--- src/hw/spc_pkg.sv ---
// Constants and carrier types for the serial port configuration register bank.
`default_nettype none
package spc_pkg;

  localparam int unsigned ADDR_W = 12;
  localparam int unsigned DATA_W = 8;

  // Register offsets.
  localparam logic [11:0] SERIAL_PORT_SETUP_ADDR = 12'h000;
  localparam logic [11:0] READBACK_SOURCE_SELECT_ADDR = 12'h004;
  localparam logic [11:0] USER_VERSION_TAG_LOW_ADDR = 12'h005;
  localparam logic [11:0] USER_VERSION_TAG_HIGH_ADDR = 12'h006;

  // Field positions in serial_port_setup.
  localparam int unsigned OUTPUT_PIN_SELECT_BIT = 7;
  localparam int unsigned LSB_FIRST_BIT = 6;
  localparam int unsigned SOFT_RESET_BIT = 5;
  localparam int unsigned SETUP_RSVD_BIT = 4;

  // Field position in readback_source_select.
  localparam int unsigned READBACK_SHADOW_BIT = 0;

  // Reset values.
  localparam logic OUTPUT_PIN_SELECT_RST = 1'b0;
  localparam logic LSB_FIRST_RST = 1'b0;
  localparam logic READBACK_SHADOW_RST = 1'b0;
  localparam logic [7:0] USER_VERSION_TAG_RST = 8'h00;
  localparam logic [7:0] UNMAPPED_READ_VALUE = 8'h00;

  // Number of buffered byte registers (the two version tag bytes).
  localparam int unsigned NUM_BUFFERED = 2;

  // One register access from the serial protocol engine.
  typedef struct packed {
    logic wr;
    logic rd;
    logic [11:0] addr;
    logic [7:0] wdata;
  } spc_reg_req_s;

  // Bit-serial readback request from the serial protocol engine.
  typedef struct packed {
    logic drive;
    logic bit_value;
  } spc_read_bit_s;

endpackage

`default_nettype wire

--- src/hw/spc_buffered_byte.sv ---
// One buffered byte register: a shadow copy written by software and an active copy.
`timescale 1ns/1ps
`default_nettype none

module spc_buffered_byte
  import spc_pkg::*;
(
  input wire logic core_clk_i,
  input wire logic nrst_i,
  input wire logic soft_rst_i,
  input wire logic wr_i,
  input wire logic [7:0] wdata_i,
  input wire logic update_apply_i,
  output logic [7:0] shadow_o,
  output logic [7:0] active_o
);

  // A write in the same cycle as the apply command lands in the shadow only;
  // the active copy takes the shadow value that stood before that write.
  always_ff @(posedge core_clk_i or negedge nrst_i) begin
    if (!nrst_i) begin
      shadow_o <= USER_VERSION_TAG_RST;
    end else if (soft_rst_i) begin
      shadow_o <= USER_VERSION_TAG_RST;
    end else if (wr_i) begin
      shadow_o <= wdata_i;
    end
  end

  always_ff @(posedge core_clk_i or negedge nrst_i) begin
    if (!nrst_i) begin
      active_o <= USER_VERSION_TAG_RST;
    end else if (soft_rst_i) begin
      active_o <= USER_VERSION_TAG_RST;
    end else if (update_apply_i) begin
      active_o <= shadow_o;
    end
  end

endmodule

`default_nettype wire

--- src/hw/spc_config_regs.sv ---
// Serial port configuration register bank with pin steering and soft reset.
//
// How it works
// - Select bit 0: reads and writes on the data pin; output pin undriven.
// - Select bit 1: writes on data pin, reads driven only on output pin.
// - In I2C mode both mode bits are ignored and read as reserved.
// - Order bit 0: MSB first, address decrements in multi-byte transfers.
// - Order bit 1: LSB first, address increments in multi-byte transfers.
// - Writing soft reset bit restores all defaults; bit clears itself.
// - Readback select 0: buffered registers read their active values.
// - Readback select 1: buffered registers read pending shadow values.
// - Sixteen-bit version tag at two addresses, stored only, no effect.
`timescale 1ns/1ps
`default_nettype none

module spc_config_regs
  import spc_pkg::*;
(
  input wire logic core_clk_i,
  input wire logic nrst_i,
  // Port protocol in use: 1 when the I2C framing is active.
  input wire logic i2c_mode_i,
  // Register access from the serial protocol engine.
  input wire spc_reg_req_s req_i,
  output logic [7:0] rd_data_o,
  output logic rd_valid_o,
  // Update-apply command, one-cycle pulse.
  input wire logic update_apply_i,
  // Bit-serial readback from the protocol engine.
  input wire spc_read_bit_s read_bit_i,
  // Bidirectional data pin, output half.
  output logic data_pin_o,
  output logic data_pin_oe_o,
  // Separate serial output pin.
  output logic serial_output_pin_o,
  output logic serial_output_pin_oe_o,
  // Effective transfer settings for the protocol engine.
  output logic lsb_first_o,
  output logic addr_increment_o,
  // Soft reset pulse to the rest of the device.
  output logic soft_reset_o,
  // Active user version tag.
  output logic [15:0] user_version_tag_o
);

  ////////////////////////////////////////////////////////////////////////////
  // Decoding

  function automatic logic addr_hit(input logic [11:0] a, input logic [11:0] target);
    addr_hit = (a == target);
  endfunction

  logic wr_setup;
  logic wr_readback;
  logic [NUM_BUFFERED-1:0] wr_buffered;

  assign wr_setup = req_i.wr && addr_hit(req_i.addr, SERIAL_PORT_SETUP_ADDR);
  assign wr_readback = req_i.wr && addr_hit(req_i.addr, READBACK_SOURCE_SELECT_ADDR);
  assign wr_buffered[0] = req_i.wr && addr_hit(req_i.addr, USER_VERSION_TAG_LOW_ADDR);
  assign wr_buffered[1] = req_i.wr && addr_hit(req_i.addr, USER_VERSION_TAG_HIGH_ADDR);

  ////////////////////////////////////////////////////////////////////////////
  // Soft reset

  // The pulse is held one cycle only, so the stored bit is always back to
  // zero by the time any read can see it. A write that arrives while the pulse
  // stands is lost, like every other write in that cycle, so the pulse never stretches.
  logic soft_rst;

  always_ff @(posedge core_clk_i or negedge nrst_i) begin
    if (!nrst_i) begin
      soft_rst <= 1'b0;
    end else begin
      soft_rst <= wr_setup && req_i.wdata[SOFT_RESET_BIT] && !soft_rst;
    end
  end

  assign soft_reset_o = soft_rst;

  ////////////////////////////////////////////////////////////////////////////
  // Unbuffered setup registers

  logic output_pin_select;
  logic lsb_first;
  logic readback_shadow;

  // Bits 7 and 6 are stored only outside I2C mode, so a host in I2C mode
  // cannot disturb a later SPI session by writing reserved bits.
  always_ff @(posedge core_clk_i or negedge nrst_i) begin
    if (!nrst_i) begin
      output_pin_select <= OUTPUT_PIN_SELECT_RST;
      lsb_first <= LSB_FIRST_RST;
    end else if (soft_rst) begin
      output_pin_select <= OUTPUT_PIN_SELECT_RST;
      lsb_first <= LSB_FIRST_RST;
    end else if (wr_setup && !i2c_mode_i) begin
      output_pin_select <= req_i.wdata[OUTPUT_PIN_SELECT_BIT];
      lsb_first <= req_i.wdata[LSB_FIRST_BIT];
    end
  end

  always_ff @(posedge core_clk_i or negedge nrst_i) begin
    if (!nrst_i) begin
      readback_shadow <= READBACK_SHADOW_RST;
    end else if (soft_rst) begin
      readback_shadow <= READBACK_SHADOW_RST;
    end else if (wr_readback) begin
      readback_shadow <= req_i.wdata[READBACK_SHADOW_BIT];
    end
  end

  logic eff_output_pin_select;
  logic eff_lsb_first;

  assign eff_output_pin_select = output_pin_select && !i2c_mode_i;
  assign eff_lsb_first = lsb_first && !i2c_mode_i;

  assign lsb_first_o = eff_lsb_first;
  assign addr_increment_o = eff_lsb_first;

  ////////////////////////////////////////////////////////////////////////////
  // Buffered version tag

  logic [7:0] tag_shadow [NUM_BUFFERED];
  logic [7:0] tag_active [NUM_BUFFERED];

  genvar gi;
  generate
    for (gi = 0; gi < NUM_BUFFERED; gi++) begin : g_tag
      spc_buffered_byte u_byte (
        .core_clk_i(core_clk_i),
        .nrst_i(nrst_i),
        .soft_rst_i(soft_rst),
        .wr_i(wr_buffered[gi]),
        .wdata_i(req_i.wdata),
        .update_apply_i(update_apply_i),
        .shadow_o(tag_shadow[gi]),
        .active_o(tag_active[gi])
      );
    end
  endgenerate

  // The tag leaves the bank only as an observable value; nothing here uses it.
  assign user_version_tag_o = {tag_active[1], tag_active[0]};

  ////////////////////////////////////////////////////////////////////////////
  // Readback

  function automatic logic [7:0] setup_readback(input logic ops, input logic lsb,
                                                input logic i2c);
    logic [3:0] upper;
    upper = {(ops && !i2c), (lsb && !i2c), 1'b0, 1'b0};
    setup_readback = {upper, upper[0], upper[1], upper[2], upper[3]};
  endfunction

  logic [7:0] next_rd_data;

  always_comb begin
    next_rd_data = UNMAPPED_READ_VALUE;
    case (req_i.addr)
      SERIAL_PORT_SETUP_ADDR: begin
        next_rd_data = setup_readback(output_pin_select, lsb_first, i2c_mode_i);
      end
      READBACK_SOURCE_SELECT_ADDR: begin
        next_rd_data = {7'h00, readback_shadow};
      end
      USER_VERSION_TAG_LOW_ADDR: begin
        next_rd_data = readback_shadow ? tag_shadow[0] : tag_active[0];
      end
      USER_VERSION_TAG_HIGH_ADDR: begin
        next_rd_data = readback_shadow ? tag_shadow[1] : tag_active[1];
      end
      default: begin
        next_rd_data = UNMAPPED_READ_VALUE;
      end
    endcase
  end

  always_ff @(posedge core_clk_i or negedge nrst_i) begin
    if (!nrst_i) begin
      rd_data_o <= UNMAPPED_READ_VALUE;
    end else if (req_i.rd) begin
      rd_data_o <= next_rd_data;
    end
  end

  always_ff @(posedge core_clk_i or negedge nrst_i) begin
    if (!nrst_i) begin
      rd_valid_o <= 1'b0;
    end else begin
      rd_valid_o <= req_i.rd;
    end
  end

  ////////////////////////////////////////////////////////////////////////////
  // Pin steering

  // Registered so the pins never glitch on a decode of the request lines.
  always_ff @(posedge core_clk_i or negedge nrst_i) begin
    if (!nrst_i) begin
      data_pin_o <= 1'b0;
      data_pin_oe_o <= 1'b0;
      serial_output_pin_o <= 1'b0;
      serial_output_pin_oe_o <= 1'b0;
    end else if (eff_output_pin_select) begin
      data_pin_o <= 1'b0;
      data_pin_oe_o <= 1'b0;
      serial_output_pin_o <= read_bit_i.bit_value;
      serial_output_pin_oe_o <= read_bit_i.drive;
    end else begin
      data_pin_o <= read_bit_i.bit_value;
      data_pin_oe_o <= read_bit_i.drive;
      serial_output_pin_o <= 1'b0;
      serial_output_pin_oe_o <= 1'b0;
    end
  end

endmodule

`default_nettype wire

--- config.mk ---
export PLATFORM = sky130hd
export DESIGN_NAME = spc_config_regs
export DESIGN_NICKNAME = d
export VERILOG_FILES = /design/src/hw/spc_pkg.sv /design/src/hw/spc_buffered_byte.sv /design/src/hw/spc_config_regs.sv
export SDC_FILE = /design/constraint.sdc
export NUM_CORES = 1
export LEC_CHECK = 0
export BUFFER_PORTS_ARGS = -buffer_cell sky130_fd_sc_hd__buf_2
export CAP_MARGIN = 5
export CORE_MARGIN = 3
export CORE_UTILIZATION = 30
export CTS_CLUSTER_SIZE = 12
export DETAILED_ROUTE_END_ITERATION = 7
export MAX_ROUTING_LAYER = met4
export PLACE_DENSITY = 0.59
export SYNTH_ARGS = -nofsm -noshare
export SYNTH_HDL_FRONTEND = slang
export SYNTH_SLANG_ARGS = --single-unit
--- constraint.sdc ---
create_clock -name core_clk_i -period 1.4 [get_ports core_clk_i]
set_input_delay 0.07 -clock core_clk_i [delete_from_list [all_inputs] [get_ports core_clk_i]]
set_output_delay 0.07 -clock core_clk_i [all_outputs]
set_load 0.005 [all_outputs]
==> results.toml <==
[run_status]
outcome = "completed"

[yosys]
synth_cell_types = 35
ys_seq_area_frac = 0.5046
synth_seq_cells = 49
synthCells = 206
synth.cell_area_um2 = 2430
synth_warnings = 0
synth_fp_nets = 234
syn_avg_cell_area_um2 = 11.80

[critical_path]
end_kind = "flip-flop"
cp.required_ns = 1.59
start_kind = "flip-flop"
arrival_ns = 1.55
criticalPathCategory = "flip-flop to flip-flop"
cp_max_fo = 8

[timing]
tightest_slew_ns = 0.5400
finalHoldViolCount = 0
finalSetupViolCount = 0
min_period_ns = 1.363
finalClockSkew_ns = 0.01501
drv_slew = 0
max_clock_freq_mhz = 733.9
setup_ws_ns = 0.03747
finalCritPeriodShare = 0.9732
slew_headroom = 0.6400

[placement]
place_hpwl_um = 4408
port_buffers = 59
placed_area_um2 = 2935
dp_slack_ns = -0.07572
dp.cells = 368
place_congestion = 0.8030

[pwr]
peakVddDrop_v = 0.0003189
power_density_nw_per_um2 = 813.5
leakagePower_nw = 1.680
fin_total_pwr_mw = 2.510

[die]
rows = 32
die_x_um = 96.00
die_area_um2 = 9215
io_pins = 60
initial_utilization = 0.3112
die_h_um = 96.00
core-area_um2 = 7807

[detailed_routing]
routedWlPerCell_um = 16.13
drc_errors = 0
viasPerCell = 4.853
dr.pass1.iters = 4
vias = 1854
drt_wl_total_um = 6161
drt_iter0_drc = 58
ant_nets = 0

[cts]
cts_made_buffers = 5
clk_latency_ns = 0.31
clkSinkCount = 49
cts.reportedPaths.clkPinSlew_ns = 0.10
cts_tree = "done"
root_buffer = "clkbuf_8"
htree_levels = 2
clk_path_buf_depth = 2

[min_path]
hold_path_class = "primary input to flip-flop"

[global_routing]
track_usage = 0.1416
grt_pass1_vias = 1827
grt_max_degree = 37
antenna_found_initial = 0
grt_pass1_wl_um = 9556
grt-ovfl-total = 0

[final_layout]
final_common_cell = "buf_2"
final_nets = 307
final_area_um2 = 3085
area_growth_pct = 26.98
final_cell_mix = "buf_2, dfrtp_1, mux2i_1"
drive_gt1_frac = 0.3571
num_antenna_cells = 0
stdcell_count = 382

[run]
cap_violations = 0
-- area by class of cell --
class,instances,area [um^2]
Clock buffer,6,82.58
Clock inverter,2,13.76
Fill cell,768,4722
Inverter,11,41.29
Multi-Input combinational cell,134,1097
Sequential cell,49,1227
Tap cell,102,127.6
Timing Repair Buffer,78,495.5
-- cells in the mapped netlist --
master	n	area, um^2
o211ai_1	1	7.510
o21a_1	1	7.510
nand4_4	2	42.54
nor4_1	2	12.51
and4bb_1	1	12.51
nand2_1	2	7.510
nor2_1	37	138.9
buf_6	1	11.26
inv_1	11	41.29
buf_2	4	20.02
mux2i_1	46	460.4
nor4_4	2	42.54
a21o_1	1	7.510
and2_4	1	8.760
and4_1	1	8.760
nand4bb_1	1	11.26
clkbuf_1	5	18.77
o22ai_1	2	12.51
nand4bb_2	1	16.27
o22a_1	5	43.79
mux2_1	2	22.52
a31oi_1	2	12.51
dfrtp_1	49	1226
or4_1	1	7.510
nand2b_1	2	12.51
nor2b_1	2	12.51
nor3b_1	1	7.510
maj3_1	1	10.01
a22oi_1	2	15.01
nand4_1	2	12.51
and3b_1	1	8.760
mux2_2	2	22.52
buf_4	2	15.01
and2_1	2	12.51
o22ai_2	8	100.1
-- layer usage --
| layer | wire length (um) | global-route usage | up-vias |
|---|---|---|---|
| li1 | - | - | 874 |
| met1 | 3015 | 0.1915 | 919 |
| met2 | 2769 | 0.2139 | 55 |
| met3 | 323 | 0.03362 | 6 |
| met4 | 53 | 0.03555 | 0 |
| met5 | 0 | - | - |
-- what timing repair did --
action                     CTS  global route
buffers inserted             0             3
hold buffers                 3             0
hold endpoints to repair    24             0
setup endpoints to repair    8             3
gates resized for setup      1             0
-- power by group --
group          switching (mW)  leakage (nW)  internal, mW
Sequential            0.00504         0.676          1.42
Combinational           0.113         0.953        0.0818
Clock                   0.486        0.0512         0.401
-- sequential cells by signal, summed over array words and instances (netlist names) --
signal	cells
rd_data_o	8
rd_valid_o	1
serial_output_pin_o	1
readback_shadow	1
data_pin_oe_o	1
g_tag.u_byte.active_o	16
soft_reset_o	1
g_tag.u_byte.shadow_o	16
data_pin_o	1
serial_output_pin_oe_o	1
output_pin_select	1
lsb_first	1
-- logic make-up after synthesis --
family          Yosys count  share of synthesized area
fa+ha+maj                 1                   0.004120
mux                      50                     0.2080
simple gates             61                     0.1545
buf+inv                  23                    0.04377
compound gates           22                    0.08496
flops                    49                     0.5046
-- stage by stage --
step,setup TNS (ns),utilization,hold slack [ns]
6_report,0,0.3952,0.01809
5_1_grt,-0.001378,0.3952,0.02798
4_1_cts,0,0.3923,0.01922
3_5_place_dp,-0.2658,0.3760,0.07546
3_3_place_gp,0,0.3760,0.07394
2_1_floorplan,0,-,-0.2256
-- worst max-delay path, cell delays in order (launching register included) --
cell,delay (ns)
dfrtp_2,0.47
buf_4,0.14
mux2i_1,0.23
o22ai_1,0.10
a31oi_1,0.23
o22ai_2,0.09
-- worst paths after layout --
check	startpoint	endpoint	slack (ns)	cells past startpoint
max	readback_shadow	rd_data_o[6]	0.04	5
min	req_i[3]	g_tag[0].u_byte.shadow_o[3]	0.02	3
max reg2reg	readback_shadow	rd_data_o[6]	0.04	5
min reg2reg	rd_data_o[4]	rd_data_o[4]	0.54	2
max in group asynchronous	nrst_i	g_tag[1].u_byte.shadow_o[2]	0.59	3
min in group asynchronous	nrst_i	serial_output_pin_oe_o	0.27	2
Power figures use the tool's default switching activity.
